<file path="config.mk">
export PLATFORM = sky130hd
export DESIGN_NAME = swomc_top
export DESIGN_NICKNAME = d
export VERILOG_FILES = /design/src/swomc_pkg.sv /design/src/swomc_cm_if.sv /design/src/swomc_top.sv /design/src/swomc_cm_mem.sv
export VERILOG_INCLUDE_DIRS = /design/src
export SDC_FILE = /design/constraint.sdc
export NUM_CORES = 1
export LEC_CHECK = 0
export BUFFER_PORTS_ARGS = -buffer_cell sky130_fd_sc_hd__buf_2
export CAP_MARGIN = 20
export CORE_MARGIN = 1
export CORE_UTILIZATION = 50
export CTS_CLUSTER_DIAMETER = 200
export CTS_CLUSTER_SIZE = 40
export DETAILED_ROUTE_END_ITERATION = 10
export PLACE_DENSITY = 0.84
export SETUP_SLACK_MARGIN = 0.2
export SLEW_MARGIN = 20
export SYNTH_ARGS = -nofsm -noshare
export SYNTH_HDL_FRONTEND = slang
export SYNTH_SLANG_ARGS = --single-unit
</file>
<file path="constraint.sdc">
create_clock -name core_clk -period 4.07 [get_ports core_clk]
set_clock_uncertainty 0.2 [all_clocks]
set_input_delay 0.2035 -clock core_clk [delete_from_list [all_inputs] [get_ports core_clk]]
set_output_delay 0.2035 -clock core_clk [all_outputs]
set_load 0.01 [all_outputs]
</file>
<file path="src/swomc_defines.svh">
// Offsets, field positions, reset values and cycle counts of the mode control
// Assumes inclusion by both design modules and the package users
`ifndef SWOMC_DEFINES_SVH
`define SWOMC_DEFINES_SVH

// Register offsets (demultiplexed address, 5 bits)
`define SWOMC_OFS_OPMODE     5'h0f
`define SWOMC_OFS_VERSION    5'h1d
`define SWOMC_OPMODE_RESET   8'h00

// Operation mode field positions
`define SWOMC_OM_MODE_HI     7
`define SWOMC_OM_MODE_LO     6
`define SWOMC_OM_PSB         5
`define SWOMC_OM_PTL         4
`define SWOMC_OM_COS         3
`define SWOMC_OM_MONITOR_HANDSHAKE_SELECT        2
`define SWOMC_OM_CSB         1
`define SWOMC_OM_RBS         0

// Version and status field positions
`define SWOMC_VS_IR          7
`define SWOMC_VS_EXTERNAL_SOFT_RESET_BIT        4

// Memory access command codes
`define SWOMC_CMD_CLEAR_ALL  4'h7
`define SWOMC_CMD_TS_INIT    4'h6
`define SWOMC_CODE_UNASSIGN  4'h0

// Control memory geometry
`define SWOMC_CM_AW          8
`define SWOMC_CM_DEPTH       256

// Access durations in receive clock cycles
`define SWOMC_CYC_RESET_ALL  12'd256
`define SWOMC_CYC_INIT_MAX_X2 12'd5
`define SWOMC_CYC_INIT       (`SWOMC_CYC_INIT_MAX_X2 / 12'd2)
`define SWOMC_CYC_NORM_X2    12'd19
`define SWOMC_CYC_NORMAL     ((`SWOMC_CYC_NORM_X2 + 12'd1) / 12'd2)
`define SWOMC_CYC_TS_INIT    12'd1035
`define SWOMC_CYC_TEST       12'd2057

`endif

</file>
<file path="src/swomc_pkg.sv">
// Types of the mode control: operation modes and access engine states
// Assumes swomc_defines.svh is on the include path
package swomc_pkg;
   typedef enum logic [1:0] {
      SWOMC_MODE_CM_RESET = 2'h0,
      SWOMC_MODE_TEST     = 2'h1,
      SWOMC_MODE_CM_INIT  = 2'h2,
      SWOMC_MODE_NORMAL   = 2'h3
   } swomc_mode_type;

   typedef enum logic [1:0] {
      SWOMC_ENG_IDLE,
      SWOMC_ENG_ALL,
      SWOMC_ENG_ONE
   } swomc_eng_type;
endpackage

</file>
<file path="src/swomc_cm_if.sv">
// Write and read path between the mode control and its control memory
// Assumes one clock shared by both ends
`timescale 1ns/1ps
interface swomc_cm_if;
   logic        we;
   logic        we_code;
   logic        we_data;
   logic [7:0]  addr;
   logic [3:0]  wcode;
   logic [7:0]  wdata;
   logic [11:0] rdata;

   modport ctl (output we, output we_code, output we_data, output addr,
                output wcode, output wdata, input rdata);
   modport mem (input we, input we_code, input we_data, input addr,
                input wcode, input wdata, output rdata);
endinterface

</file>
<file path="src/swomc_top.sv">
// Operation mode, version/status registers and the control memory access engine
// Assumes core_clk is the receive clock; bus pins and fault pins are asynchronous
//
// Operation
// - Mode 00 clears all code and data locations in 256 cycles; serial interfaces stop.
// - Command 70 hex in mode 00 writes data register everywhere and code 0000.
// - Mode 10 does single accesses at the address register within 2.5 cycles.
// - Mode 11 runs interfaces; single access 10 cycles, tristate init 1035 cycles.
// - Mode 01 keeps switching; each access hits every location, takes 2057 cycles.
// - PCM standby 0 floats transmit outputs and drives used tristate controls high.
// - PCM standby 1 sends upstream data or floats per tristate field.
// - Test loop 1 loops transmit to receive, ignores external receive data.
// - Driver type bit chooses tristate 0 or open-drain 1 for interface outputs.
// - Monitor handshake select disables handshake at 0, enables at 1.
// - Interface standby 0 floats data, data clock and frame sync outputs.
// - Bank select is ORed with upper address line in demultiplexed mode.
// - Version register raises no interrupt; reads change nothing; field access types fixed.
// - Init request sets on clock or power fault, clears on clear command.
// - Writing soft reset bit asserts reset output until the next unit interrupt.
// - Low four bits of version register show a read-only chip version.
// - Monitor channel search stops when found or lower mode bit cleared.
`timescale 1ns/1ps
`include "swomc_defines.svh"
module swomc_top #(
   // Arbitrary revision value
   parameter logic [3:0] CHIP_VERSION = 4'h5
) (
   // Clock and reset
   input  wire logic       core_clk,
   input  wire logic       reset,
   // Parallel processor bus pins
   input  wire logic       bus_mux_mode,
   input  wire logic [5:0] bus_addr,
   input  wire logic       bus_cs_n,
   input  wire logic       bus_rd_n,
   input  wire logic       bus_wr_n,
   input  wire logic [7:0] bus_data_in,
   output logic      [7:0] bus_data_out,
   output logic            bus_data_oe_n,
   // Memory access command from the command register
   input  wire logic       mac_valid,
   input  wire logic [7:0] memory_access_command,
   input  wire logic [7:0] memory_data_register,
   input  wire logic [7:0] memory_address_register,
   output logic            mac_busy,
   // Fault detectors and unit interrupt
   input  wire logic       clock_fault_pin,
   input  wire logic       power_fail_pin,
   input  wire logic       unit_interrupt,
   output logic            external_reset_output,
   // PCM interface
   input  wire logic [3:0] upstream_tx_data,
   input  wire logic [3:0] upstream_tx_float,
   input  wire logic [3:0] tsc_in_use,
   input  wire logic [3:0] tsc_from_switch,
   input  wire logic [3:0] pcm_rx_pin,
   output logic      [3:0] pcm_tx_out,
   output logic      [3:0] pcm_tx_oe_n,
   output logic      [3:0] tristate_control_pins,
   output logic      [3:0] pcm_rx_data,
   // Configurable interface
   input  wire logic [3:0] cfi_dd_data,
   input  wire logic [3:0] cfi_du_data,
   input  wire logic       cfi_dcl_data,
   input  wire logic       cfi_fsc_data,
   input  wire logic [3:0] cfi_du_tx_en,
   output logic      [3:0] downstream_data_outputs,
   output logic      [3:0] downstream_oe_n,
   output logic      [3:0] upstream_data_outputs,
   output logic      [3:0] upstream_oe_n,
   output logic            interface_data_clock,
   output logic            interface_data_clock_oe_n,
   output logic            frame_sync_output,
   output logic            frame_sync_oe_n,
   // Mode controls to the switching core
   output logic            serial_enable,
   output logic            monitor_handshake_en,
   // Monitor channel search
   input  wire logic       mf_search_start,
   input  wire logic       mf_channel_found,
   output logic            mf_search_active
);
   logic [7:0]  opmode_q;
   logic        ir_q;
   logic        external_reset_output_q;
   logic        search_q;
   logic [5:0]  addr_m_q, addr_s_q;
   logic [7:0]  din_m_q, din_s_q;
   logic [2:0]  strb_m_q, strb_s_q, strb_p_q;
   logic [1:0]  flt_m_q, flt_s_q;
   logic        mux_m_q, mux_s_q;
   logic [3:0]  rx_m_q, rx_s_q;
   logic [7:0]  rdata_q;
   logic        cs_s, rd_s, wr_s, wr_end;
   logic [4:0]  reg_addr;
   logic        hit_opmode, hit_version;
   swomc_pkg::swomc_mode_type mode;
   swomc_pkg::swomc_eng_type  eng_q;
   logic [11:0] cnt_q, dur_q;
   logic [8:0]  wptr_q;
   logic [3:0]  code_q;
   logic [7:0]  data_q;
   logic        wr_code_q, wr_data_q;
   logic        clear_cmd;
   logic        running;

   swomc_cm_if cm_bus ();

   function automatic logic drive_n(input logic en, input logic od, input logic val);
      // Open drain only pulls low; tristate drives both levels
      drive_n = !(en && (!od || !val));
   endfunction

   // Two-flop synchronisers for every pin input
   always_ff @(posedge core_clk) begin
      addr_m_q <= bus_addr;
      addr_s_q <= addr_m_q;
      din_m_q  <= bus_data_in;
      din_s_q  <= din_m_q;
      strb_m_q <= {bus_cs_n, bus_rd_n, bus_wr_n};
      strb_s_q <= strb_m_q;
      strb_p_q <= strb_s_q;
      flt_m_q  <= {clock_fault_pin, power_fail_pin};
      flt_s_q  <= flt_m_q;
      rx_m_q   <= pcm_rx_pin;
      rx_s_q   <= rx_m_q;
      mux_m_q  <= bus_mux_mode;
      mux_s_q  <= mux_m_q;
   end

   assign cs_s   = !strb_s_q[2];
   assign rd_s   = cs_s && !strb_s_q[1];
   assign wr_s   = cs_s && !strb_s_q[0];
   // Write commits as the strobe ends, when address and data are settled
   assign wr_end = !strb_p_q[2] && !strb_p_q[0] && !wr_s;

   // Multiplexed address is shifted up; opmode answers in both banks there, in bank 0 only when demultiplexed
   always_comb begin
      if (mux_s_q) begin
         reg_addr = {addr_s_q[5] & ~&addr_s_q[4:1], addr_s_q[4:1]};
      end else begin
         reg_addr = {addr_s_q[4] | opmode_q[`SWOMC_OM_RBS], addr_s_q[3:0]};
      end
   end

   assign hit_opmode  = (reg_addr == `SWOMC_OFS_OPMODE);
   assign hit_version = (reg_addr == `SWOMC_OFS_VERSION);

   // Operation mode register
   always_ff @(posedge core_clk) begin
      if (reset) begin
         opmode_q <= `SWOMC_OPMODE_RESET;
      end else if (wr_end && hit_opmode) begin
         opmode_q <= din_s_q;
      end
   end

   assign mode = swomc_pkg::swomc_mode_type'(opmode_q[`SWOMC_OM_MODE_HI:`SWOMC_OM_MODE_LO]);

   // Read data; no register changes on a read
   always_ff @(posedge core_clk) begin
      if (reset) begin
         rdata_q <= 8'h00;
      end else if (rd_s) begin
         if (hit_opmode) begin
            rdata_q <= opmode_q;
         end else if (hit_version) begin
            rdata_q <= {ir_q, 3'h0, CHIP_VERSION};
         end else begin
            rdata_q <= 8'h00;
         end
      end
   end

   assign bus_data_out  = rdata_q;
   assign bus_data_oe_n = !rd_s;

   // Initialization request: fault setting wins over the clear command
   assign clear_cmd = (eng_q == swomc_pkg::SWOMC_ENG_IDLE) && mac_valid
                      && (mode == swomc_pkg::SWOMC_MODE_CM_RESET)
                      && (memory_access_command[7:4] == `SWOMC_CMD_CLEAR_ALL);
   always_ff @(posedge core_clk) begin
      if (reset) begin
         ir_q <= 1'b0;
      end else if (|flt_s_q) begin
         ir_q <= 1'b1;
      end else if (clear_cmd) begin
         ir_q <= 1'b0;
      end
   end

   // External reset output; the unit interrupt ends it, a fresh write wins
   always_ff @(posedge core_clk) begin
      if (reset) begin
         external_reset_output_q <= 1'b0;
      end else if (wr_end && hit_version && din_s_q[`SWOMC_VS_EXTERNAL_SOFT_RESET_BIT]) begin
         external_reset_output_q <= 1'b1;
      end else if (unit_interrupt) begin
         external_reset_output_q <= 1'b0;
      end
   end

   assign external_reset_output = external_reset_output_q;

   // Monitor channel search
   always_ff @(posedge core_clk) begin
      if (reset) begin
         search_q <= 1'b0;
      end else if (mf_channel_found || !opmode_q[`SWOMC_OM_MODE_LO]) begin
         search_q <= 1'b0;
      end else if (mf_search_start) begin
         search_q <= 1'b1;
      end
   end

   assign mf_search_active     = search_q;
   assign monitor_handshake_en = opmode_q[`SWOMC_OM_MONITOR_HANDSHAKE_SELECT];

   // Control memory access engine
   always_ff @(posedge core_clk) begin
      if (reset) begin
         eng_q     <= swomc_pkg::SWOMC_ENG_IDLE;
         cnt_q     <= 12'd0;
         dur_q     <= 12'd0;
         wptr_q    <= 9'd0;
         code_q    <= 4'h0;
         data_q    <= 8'h00;
         wr_code_q <= 1'b0;
         wr_data_q <= 1'b0;
      end else begin
         unique case (eng_q)
            swomc_pkg::SWOMC_ENG_IDLE: begin
               cnt_q  <= 12'd1;
               code_q <= memory_access_command[3:0];
               data_q <= memory_data_register;
               if (mac_valid) begin
                  unique case (mode)
                     swomc_pkg::SWOMC_MODE_CM_RESET: begin
                        if (clear_cmd) begin
                           eng_q     <= swomc_pkg::SWOMC_ENG_ALL;
                           dur_q     <= `SWOMC_CYC_RESET_ALL;
                           wptr_q    <= 9'd0;
                           code_q    <= `SWOMC_CODE_UNASSIGN;
                           wr_code_q <= 1'b1;
                           wr_data_q <= 1'b1;
                        end
                     end
                     swomc_pkg::SWOMC_MODE_CM_INIT: begin
                        eng_q     <= swomc_pkg::SWOMC_ENG_ONE;
                        dur_q     <= `SWOMC_CYC_INIT;
                        wptr_q    <= {1'b0, memory_address_register};
                        wr_code_q <= 1'b1;
                        wr_data_q <= 1'b1;
                     end
                     swomc_pkg::SWOMC_MODE_NORMAL: begin
                        wptr_q <= {1'b0, memory_address_register};
                        if (memory_access_command[7:4] == `SWOMC_CMD_TS_INIT) begin
                           eng_q     <= swomc_pkg::SWOMC_ENG_ALL;
                           dur_q     <= `SWOMC_CYC_TS_INIT;
                           wptr_q    <= 9'd0;
                           wr_code_q <= 1'b1;
                           wr_data_q <= 1'b0;
                        end else begin
                           eng_q     <= swomc_pkg::SWOMC_ENG_ONE;
                           dur_q     <= `SWOMC_CYC_NORMAL;
                           wr_code_q <= 1'b1;
                           wr_data_q <= 1'b1;
                        end
                     end
                     swomc_pkg::SWOMC_MODE_TEST: begin
                        eng_q     <= swomc_pkg::SWOMC_ENG_ALL;
                        dur_q     <= `SWOMC_CYC_TEST;
                        wptr_q    <= 9'd0;
                        wr_code_q <= 1'b1;
                        wr_data_q <= 1'b1;
                     end
                  endcase
               end
            end
            swomc_pkg::SWOMC_ENG_ALL: begin
               // Every location written once, then the rest of the time is idle wait
               if (!wptr_q[8]) begin
                  wptr_q <= wptr_q + 9'd1;
               end
               cnt_q <= cnt_q + 12'd1;
               if (cnt_q >= dur_q) begin
                  eng_q <= swomc_pkg::SWOMC_ENG_IDLE;
               end
            end
            swomc_pkg::SWOMC_ENG_ONE: begin
               wptr_q[8] <= 1'b1;
               cnt_q     <= cnt_q + 12'd1;
               if (cnt_q >= dur_q) begin
                  eng_q <= swomc_pkg::SWOMC_ENG_IDLE;
               end
            end
         endcase
      end
   end

   assign running         = (eng_q != swomc_pkg::SWOMC_ENG_IDLE);
   assign mac_busy        = running;
   assign cm_bus.we       = running && !wptr_q[8];
   assign cm_bus.we_code  = wr_code_q;
   assign cm_bus.we_data  = wr_data_q;
   assign cm_bus.addr     = wptr_q[7:0];
   assign cm_bus.wcode    = code_q;
   assign cm_bus.wdata    = data_q;

   swomc_cm_mem u_cm (
      .core_clk (core_clk),
      .cm       (cm_bus)
   );

   // Serial interfaces run only in normal and test modes
   assign serial_enable = opmode_q[`SWOMC_OM_MODE_LO];

   // PCM pins; the loop takes the transmit value even where the pin floats
   always_comb begin
      for (int i = 0; i < 4; i++) begin
         pcm_tx_out[i]  = upstream_tx_data[i];
         pcm_tx_oe_n[i] = !(serial_enable && opmode_q[`SWOMC_OM_PSB] && !upstream_tx_float[i]);
         tristate_control_pins[i] = (!opmode_q[`SWOMC_OM_PSB] && tsc_in_use[i])
                                    ? 1'b1 : tsc_from_switch[i];
         pcm_rx_data[i] = opmode_q[`SWOMC_OM_PTL] ? upstream_tx_data[i] : rx_s_q[i];
      end
   end

   // Configurable interface pins
   always_comb begin
      logic en;
      logic od;
      en = serial_enable && opmode_q[`SWOMC_OM_CSB];
      od = opmode_q[`SWOMC_OM_COS];
      for (int i = 0; i < 4; i++) begin
         downstream_data_outputs[i] = cfi_dd_data[i];
         upstream_data_outputs[i]   = cfi_du_data[i];
         downstream_oe_n[i] = drive_n(en, od, cfi_dd_data[i]);
         upstream_oe_n[i]   = drive_n(en && cfi_du_tx_en[i], od, cfi_du_data[i]);
      end
      interface_data_clock      = cfi_dcl_data;
      interface_data_clock_oe_n = drive_n(en, od, cfi_dcl_data);
      frame_sync_output         = cfi_fsc_data;
      frame_sync_oe_n           = drive_n(en, od, cfi_fsc_data);
   end
endmodule // swomc_top

</file>
<file path="src/swomc_cm_mem.sv">
// Control memory: 4-bit code field and 8-bit data field per location
// Assumes the controller writes one location per clock at most
`timescale 1ns/1ps
`include "swomc_defines.svh"
module swomc_cm_mem (
   // Clock
   input wire logic core_clk,
   // Access port
   swomc_cm_if.mem  cm
);
   logic [3:0]  code_mem [`SWOMC_CM_DEPTH];
   logic [7:0]  data_mem [`SWOMC_CM_DEPTH];
   logic [11:0] rdata_q;

   // No reset on the array; contents are undefined until a clear command
   always_ff @(posedge core_clk) begin
      if (cm.we && cm.we_code) begin
         code_mem[cm.addr] <= cm.wcode;
      end
      if (cm.we && cm.we_data) begin
         data_mem[cm.addr] <= cm.wdata;
      end
      rdata_q <= {code_mem[cm.addr], data_mem[cm.addr]};
   end

   assign cm.rdata = rdata_q;
endmodule // swomc_cm_mem

</file>
==> results of run 1 <==
## per-layer routing
layer / track usage [%] / wire length (µm) / up-vias
met1: 25.5 / 2760 / 1175
met4: 10.0 / 141 / 0
met2: 40.5 / 3720 / 99
li1: - / - / 1274
met5: 0 / 0 / -
met3: 7.50 / 518 / 13
## sequential cells by signal, summed over array words and instances, names as in the netlist, 4 cells and up
register / count
addr_m_q: 6
addr_s_q: 6
bus_data_out: 8
cnt_q: 12
din_m_q: 8
din_s_q: 8
dur_q: 6
opmode_q: 8
rx_m_q: 4
rx_s_q: 4
## how the worst max path moves through the flow
stage,slack [ns],to,depth (start not counted),from
2_1_floorplan,2.26,eng_q[0]$_SDFFE_PP0P_,7,dur_q[11]$_SDFFE_PP0P_
3_3_place_gp,1.84,opmode_q[3]$_SDFFE_PP0P_,6,opmode_q[0]$_SDFFE_PP0P_
3_5_place_dp,1.77,opmode_q[3]$_SDFFE_PP0P_,6,opmode_q[0]$_SDFFE_PP0P_
4_1_cts,1.72,opmode_q[3]$_SDFFE_PP0P_,6,mux_s_q$_DFF_P_
5_1_grt,1.61,bus_data_oe_n,3,strb_s_q[2]$_DFF_P_
6_report,1.73,bus_data_oe_n,3,strb_s_q[2]$_DFF_P_
## power breakdown
group	total (mW)	internal (mW)	switching, mW	leakage [nW]
combinational	0.109	0.0604	0.0486	0.925
clock	0.607	0.293	0.314	0.0954
sequential	0.916	0.902	0.0141	0.737
## synthesized netlist by cell type (2+ instances only)
library cell	instances	area [µm²]
sky130_fd_sc_hd__ha_1	8	100
sky130_fd_sc_hd__a21o_1	10	75.1
sky130_fd_sc_hd__a211oi_1	4	30.0
sky130_fd_sc_hd__and3_1	2	12.5
sky130_fd_sc_hd__nor2b_1	3	18.8
sky130_fd_sc_hd__or2_2	4	25.0
sky130_fd_sc_hd__clkbuf_1	7	26.3
sky130_fd_sc_hd__mux2_2	4	45.0
sky130_fd_sc_hd__xor2_1	7	61.3
sky130_fd_sc_hd__nand4b_1	3	26.3
sky130_fd_sc_hd__or4_1	3	22.5
sky130_fd_sc_hd__nor3_1	4	20.0
sky130_fd_sc_hd__nor4b_1	2	17.5
sky130_fd_sc_hd__nand4_1	4	25.0
sky130_fd_sc_hd__dfxtp_1	89	1780
sky130_fd_sc_hd__nand2_1	18	67.6
sky130_fd_sc_hd__o21ai_0	6	30.0
sky130_fd_sc_hd__mux2i_1	6	60.1
sky130_fd_sc_hd__nand2b_1	2	12.5
sky130_fd_sc_hd__inv_1	13	48.8
sky130_fd_sc_hd__a21oi_1	24	120
sky130_fd_sc_hd__buf_4	15	113
sky130_fd_sc_hd__nor2_1	37	139
sky130_fd_sc_hd__or4b_1	2	20.0
sky130_fd_sc_hd__nand3_1	10	50.1
sky130_fd_sc_hd__xnor2_1	2	17.5
## worst register-to-register path, delay by kind of cell (launching register included)
family / cells / cell delay (ns)
muxes: 1 / 0.28
AOI/OAI and AO/OA: 1 / 0.15
buffers and inverters: 1 / 0.19
and+or+nand+nor: 3 / 1.04
DFF: 1 / 0.36
## layout make-up
type | instances | area [µm²]
Timing Repair Buffer | 141 | 843
Inverter | 14 | 52.6
Multi-Input combinational cell | 177 | 1090
Fill cell | 451 | 1850
Tap cell | 75 | 93.8
Clock buffer | 10 | 128
Clock inverter | 6 | 73.8
Sequential cell | 89 | 1780
## cells in the final DEF, fill, tap and decap left out, types with 2 or more instances in the layout
master,synthesis,routed
sky130_fd_sc_hd__or4_1,3,3
sky130_fd_sc_hd__nand4_1,4,4
sky130_fd_sc_hd__or2_2,4,4
sky130_fd_sc_hd__inv_6,0,2
sky130_fd_sc_hd__mux2i_1,6,6
sky130_fd_sc_hd__dlygate4sd3_1,0,27
sky130_fd_sc_hd__clkbuf_8,0,9
sky130_fd_sc_hd__inv_1,13,13
sky130_fd_sc_hd__nor4b_1,2,2
sky130_fd_sc_hd__xor2_1,7,7
sky130_fd_sc_hd__nor2b_1,3,3
sky130_fd_sc_hd__ha_1,8,8
sky130_fd_sc_hd__or4b_1,2,2
sky130_fd_sc_hd__nand2b_1,2,2
sky130_fd_sc_hd__a211oi_1,4,4
sky130_fd_sc_hd__mux2_2,4,4
sky130_fd_sc_hd__a21oi_1,24,24
sky130_fd_sc_hd__buf_2,1,113
sky130_fd_sc_hd__a21o_1,10,10
sky130_fd_sc_hd__nand2_1,18,18
sky130_fd_sc_hd__o21ai_0,6,6
sky130_fd_sc_hd__xnor2_1,2,2
sky130_fd_sc_hd__dfxtp_1,89,89
sky130_fd_sc_hd__nand3_1,10,10
sky130_fd_sc_hd__nor2_1,37,37
sky130_fd_sc_hd__nand4b_1,3,3
sky130_fd_sc_hd__nor3_1,4,4
sky130_fd_sc_hd__and3_1,2,2
sky130_fd_sc_hd__clkinvlp_4,0,2
## logic make-up after synthesis
family	synth area share, %
AND/OR/NAND/NOR	16.4
XOR/XNOR	2.56
buffers and inverters	6.74
adder cells (fa/ha/maj)	3.25
flip-flops	57.8
AO/OA/AOI/OAI	9.86
multiplexers	3.41
## stage by stage
stage / instances / power [mW] / setup WS, ns
3_3_place_gp: 469 / 1.02 / 1.84
4_1_cts: 512 / 1.64 / 1.72
6_report: 512 / 1.63 / 1.73
2_1_floorplan: 304 / 0.977 / 2.26
3_5_place_dp: 469 / 1.02 / 1.77
5_1_grt: 512 / 1.70 / 1.61
==> flow_metrics.env, run 1 <==
export IMPL_timing_rr_end="opmode_q[0]$_SDFFE_PP0P_"
export IMPL_p_leak_nw=1.76
export IMPL_max_clock_path_buffers=2
export IMPL_fmax_mhz=427
export IMPL_first_pass_iters=4
export IMPL_rows=28
export IMPL_cts_inserted_buffers=9
export IMPL_timing_max_slew_rel_slack_pct=53.6
export IMPL_worst_slew_pin_transition_ns=0.696
export IMPL_synth_seq_cells=89
export IMPL_critical_path_arrival_ns=1.94
export IMPL_net_count_after_synthesis=396
export IMPL_worst_hold_slack_ns=0.0822
export IMPL_initial_core_util_pct=52.1
export IMPL_critical_path_max_fanout=9
export IMPL_finalHoldViolations=0
export IMPL_postRouteAntennaNets=0
export IMPL_timing_hold_worst_endpoint="dur_q[10]$_SDFFE_PP0P_"
export IMPL_core_region_area_um2=5920
export IMPL_cts_hold_buffers_added=27
export IMPL_critical_path_top_delay_family="buffers and inverters"
export IMPL_avgViaCountPerCell=5.00
export IMPL_timing_reg2reg_setup_slack_ns=1.73
export IMPL_syn_instance_count=304
export IMPL_post_cts_clock_slew_at_the_launch_and_capture_registers_of_the_worst_setup_and_hold_paths_ns=0.09
export IMPL_die_area_um2=6480
export IMPL_biggest_cell_delay_along_the_critical_path_ns=0.53
export IMPL_place_congestion=0.767
export IMPL_cts_repair_resized=0
export IMPL_setup_total_negative_slack_ns=0
export IMPL_place_detailed_hpwl_um=4340
export IMPL_final_min_period_over_clock_period_pct=57.6
export IMPL_status="finished, final reports clean"
export IMPL_number_of_i_o_pins=134
export IMPL_post_synth_cell_area_avg_um2=10.1
export IMPL_drive_gt1_share_pct=31.4
export IMPL_port_buffers=113
export IMPL_crit_end_element="primary output"
export IMPL_grt_pass1_wl_um=10900
export IMPL_kind_of_start_point_of_the_critical_path="register"
export IMPL_cts_root_buf="sky130_fd_sc_hd__clkbuf_8"
export IMPL_finalSetupViolCount=0
export IMPL_die_width_um=80.5
export IMPL_synthToLayoutAreaGrowth_pct=31.9
export IMPL_grt_total_usage_pct=23.2
export IMPL_antenna_diode_count=0
export IMPL_ys_warnings_count=0
export IMPL_grt_max_degree=30
export IMPL_slew_viol_final=0
export IMPL_power_density_cell_area_nw_per_um2=401
export IMPL_drt_iter0_markers=132
export IMPL_cp_required_ns=3.67
export IMPL_numClockSinks=89
export IMPL_postSynth_topFlopCell="sky130_fd_sc_hd__dfxtp_1"
export IMPL_timing_reg2reg_worst_path_depth=6
export IMPL_ir_worst_vdd_mv=0.465
export IMPL_worst_hold_path_type="in2reg"
export IMPL_number_of_flops_mapped_to_enable_cells_by_yosys=0
export IMPL_post_synth_instance_area_um2=3080
export IMPL_cts_tree="yes"
export IMPL_worst_r2r_startpoint="mux_s_q$_DFF_P_"
export IMPL_die_h_um=80.5
export IMPL_crit_type="reg2out"
export IMPL_clkLatencyLatePin_ns=0.35
export IMPL_netlist_cell_type_count=41
export IMPL_max_cap_violations=0
export IMPL_htreeDepth=3
export IMPL_unrepaired_setup_endpoints_after_global_routing="false"
export IMPL_finish_utilization_pct=68.7
export IMPL_final_min_clock_period_ns=2.34
export IMPL_cp_cell_sequence="nor2_1 -> clkinv_1 -> buf_2"
export IMPL_detail_route_wl_per_cell_um=14.0
export IMPL_postLayoutCellArea_um2=4070
export IMPL_grt_ovfl_total=0
export IMPL_drt_wl_total_um=7150
export IMPL_drc=0
export IMPL_hold_path_depth=4
export IMPL_worst_path_max_delay_cell="sky130_fd_sc_hd__nor2_1"
export IMPL_dpl_cell_area_um2=3590
export IMPL_nNetsFinal=524
export IMPL_cts_repair_timing_setup_buffer_count=0
export IMPL_asyncSetResetFlopFracSynth_pct=0
export IMPL_via_count=2561
export IMPL_crit_buf_inv=2
export IMPL_worstHoldStart="memory_access_command[7]"
export IMPL_antenna_found_initial=0
export IMPL_sequential_share_of_the_synthesized_area_pct=57.8
export IMPL_first_global_vias=2350
Note: power is estimated with default switching activity, not from simulation.
==> run 2: changes to the inputs <==
--- a/config.mk
+++ b/config.mk
@@ -9,11 +9,11 @@
 export BUFFER_PORTS_ARGS = -buffer_cell sky130_fd_sc_hd__buf_2
 export CAP_MARGIN = 20
 export CORE_MARGIN = 1
-export CORE_UTILIZATION = 50
+export CORE_UTILIZATION = 47
 export CTS_CLUSTER_DIAMETER = 200
 export CTS_CLUSTER_SIZE = 40
 export DETAILED_ROUTE_END_ITERATION = 10
-export PLACE_DENSITY = 0.84
+export PLACE_DENSITY = 0.79
 export SETUP_SLACK_MARGIN = 0.2
 export SLEW_MARGIN = 20
 export SYNTH_ARGS = -nofsm -noshare
==> constraint.sdc (replaced) <==
create_clock -name core_clk -period 2.4 [get_ports core_clk]
set_clock_uncertainty 0.2 [all_clocks]
set_input_delay 0.12 -clock core_clk [delete_from_list [all_inputs] [get_ports core_clk]]
set_output_delay 0.12 -clock core_clk [all_outputs]
set_load 0.01 [all_outputs]
==> run 2 against run 1 <==
Effect of this change:
- power is 76% higher
- wire length is 9.1% lower
- design area is 2.2% higher
- largest power group unchanged
==> flow_metrics.env, run 2 (same netlist as run 1, synthesis figures left out) <==
export IMPL_status="finished, final reports clean"
export IMPL_finalSetupViolCount=0
export IMPL_mostFrequentLayoutCells="sky130_fd_sc_hd__buf_2, sky130_fd_sc_hd__dfxtp_1, sky130_fd_sc_hd__nor2_1"
export IMPL_synthToLayoutAreaGrowth_pct=34.9
export IMPL_max_cap_violations=0
export IMPL_drive_gt1_share_pct=32.7
export IMPL_unrepaired_setup_endpoints_after_global_routing="false"
export IMPL_worst_slew_pin_transition_ns=0.589
export IMPL_drt_wl_total_um=6490
export IMPL_first_global_vias=2417
export IMPL_cts_root_buf="sky130_fd_sc_hd__clkbuf_8"
export IMPL_die_area_um2=6890
export IMPL_grt_max_degree=30
export IMPL_p_leak_nw=1.81
export IMPL_kind_of_start_point_of_the_critical_path="register"
export IMPL_fmax_mhz=484
export IMPL_worst_path_max_delay_cell="sky130_fd_sc_hd__or4_1"
export IMPL_finalHoldViolations=0
export IMPL_slew_viol_final=0
export IMPL_commonest_non_fill_non_tap_cell_in_the_layout="sky130_fd_sc_hd__buf_2"
export IMPL_hold_path_depth=2
export IMPL_avgViaCountPerCell=4.94
export IMPL_core_region_area_um2=6350
export IMPL_rows=29
export IMPL_grt_pass1_wl_um=10800
export IMPL_port_buffers=113
export IMPL_place_detailed_hpwl_um=4350
export IMPL_crit_end_element="register"
export IMPL_detail_route_wl_per_cell_um=12.5
export IMPL_ir_worst_vdd_mv=0.748
export IMPL_timing_reg2reg_setup_slack_ns=0.33
export IMPL_via_count=2573
export IMPL_number_of_i_o_pins=134
export IMPL_die_h_um=83.0
export IMPL_cts_inserted_buffers=9
export IMPL_biggest_cell_delay_along_the_critical_path_ns=0.51
export IMPL_timing_max_slew_rel_slack_pct=60.1
export IMPL_power_density_cell_area_nw_per_um2=689
export IMPL_place_congestion=0.766
export IMPL_initial_core_util_pct=48.6
export IMPL_clkLatencyLatePin_ns=0.35
export IMPL_cp_cell_sequence="inv_1 -> ha_1 -> o211ai_1 -> nand4b_1 -> o221ai_1 -> or4_1 -> a21oi_1"
export IMPL_setup_total_negative_slack_ns=0
export IMPL_worst_hold_path_type="in2reg"
export IMPL_nNetsFinal=531
export IMPL_largest_register="cnt_q"
export IMPL_timing_reg2reg_worst_path_depth=7
export IMPL_antenna_found_initial=0
export IMPL_final_cells=521
export IMPL_critical_path_arrival_ns=2.14
export IMPL_antenna_diode_count=0
export IMPL_nFillCells=480
export IMPL_die_width_um=83.0
export IMPL_final_min_clock_period_ns=2.07
export IMPL_htreeDepth=3
export IMPL_numClockSinks=89
export IMPL_post_cts_clock_slew_at_the_launch_and_capture_registers_of_the_worst_setup_and_hold_paths_ns=0.09
export IMPL_cp_required_ns=2.48
export IMPL_grt_ovfl_total=0
export IMPL_timing_final_ws_setup_ns=0.333
export IMPL_first_pass_iters=4
export IMPL_max_clock_path_buffers=2
export IMPL_postRouteAntennaNets=0
export IMPL_cts_repair_timing_setup_buffer_count=0
export IMPL_dpl_worst_slack_ns=0.317
export IMPL_drt_iter0_markers=144
export IMPL_final_min_period_over_clock_period_pct=86.1
export IMPL_cts_tree="yes"
export IMPL_dpl_cell_count=476
export IMPL_crit_type="reg2reg"
export IMPL_largest_register_ff_count=12
export IMPL_drc=0
export IMPL_grt_total_usage_pct=19.6
export IMPL_critical_path_max_fanout=4
run 2: changes by cell type in the layout (fill, tap and decap cells not counted), sizes merged:
cell / previous run / this run
bufinv: 1 / 2
clkbuf: 10 / 9
clkinv: 1 / 2
buf: 114 / 119
inv: 16 / 15
dlygate4sd3: 27 / 29
run 2: per-stage QoR:
step                      power, mW  hold slack (ns)  area, µm²  utilization (%)
after floorplan                1.66          -0.0523       3080                -
after global placement         1.73           0.0222       3630             57.2
after detailed placement       1.73           0.0236       3630             57.2
after CTS                      2.88           0.0161       4150             65.4
after global routing           2.98           0.0259       4160             65.5
final                          2.87           0.0194       4160             65.5
run 2: final timing paths:
check / startpoint / end
max: dur_q[11]$_SDFFE_PP0P_ / eng_q[0]$_SDFFE_PP0P_
min: reset / dur_q[10]$_SDFFE_PP0P_
max reg2reg: dur_q[11]$_SDFFE_PP0P_ / eng_q[0]$_SDFFE_PP0P_
min reg2reg: flt_m_q[1]$_DFF_P_ / flt_s_q[1]$_DFF_P_
run 2: area by class of cell:
class                   count  area, µm²  area share [%]
flip-flops and latches     89       1780            42.9
multi-input cells         177       1100            26.5
repair buffers            148        901            21.7
clock buffers               9        124            2.98
clock inverters             7        101            2.44
well taps                  77       96.3            2.32
inverters                  14       52.6            1.26
run 2: critical path, delay by kind of cell, from the launching register on:
kind / cells / cell delay [ns]
compound gates: 3 / 0.45
flops: 1 / 0.31
buf+inv: 1 / 0.05
fa+ha+maj: 1 / 0.31
simple gates: 2 / 0.66
run 2: routing by layer:
layer	vias to the layer above	part of all wire, %	track usage (%)
met4	0	2.4	10.0
met1	1163	41	22.9
met2	101	50	33.8
li1	1296	-	-
met3	13	5.8	4.27
met5	-	0	0
run 2: timing repair:
action                                  in CTS  in global routing
hold endpoints to repair                    27                  0
gates resized for setup                      0                  2
endpoints found under the setup margin       0                  4
hold buffers                                29                  0
run 2: report_power, final:
group | internal, mW | switching, mW | total (mW)
clock | 0.595 | 0.534 | 1.13
combinational | 0.106 | 0.0816 | 0.188
sequential | 1.53 | 0.0199 | 1.55
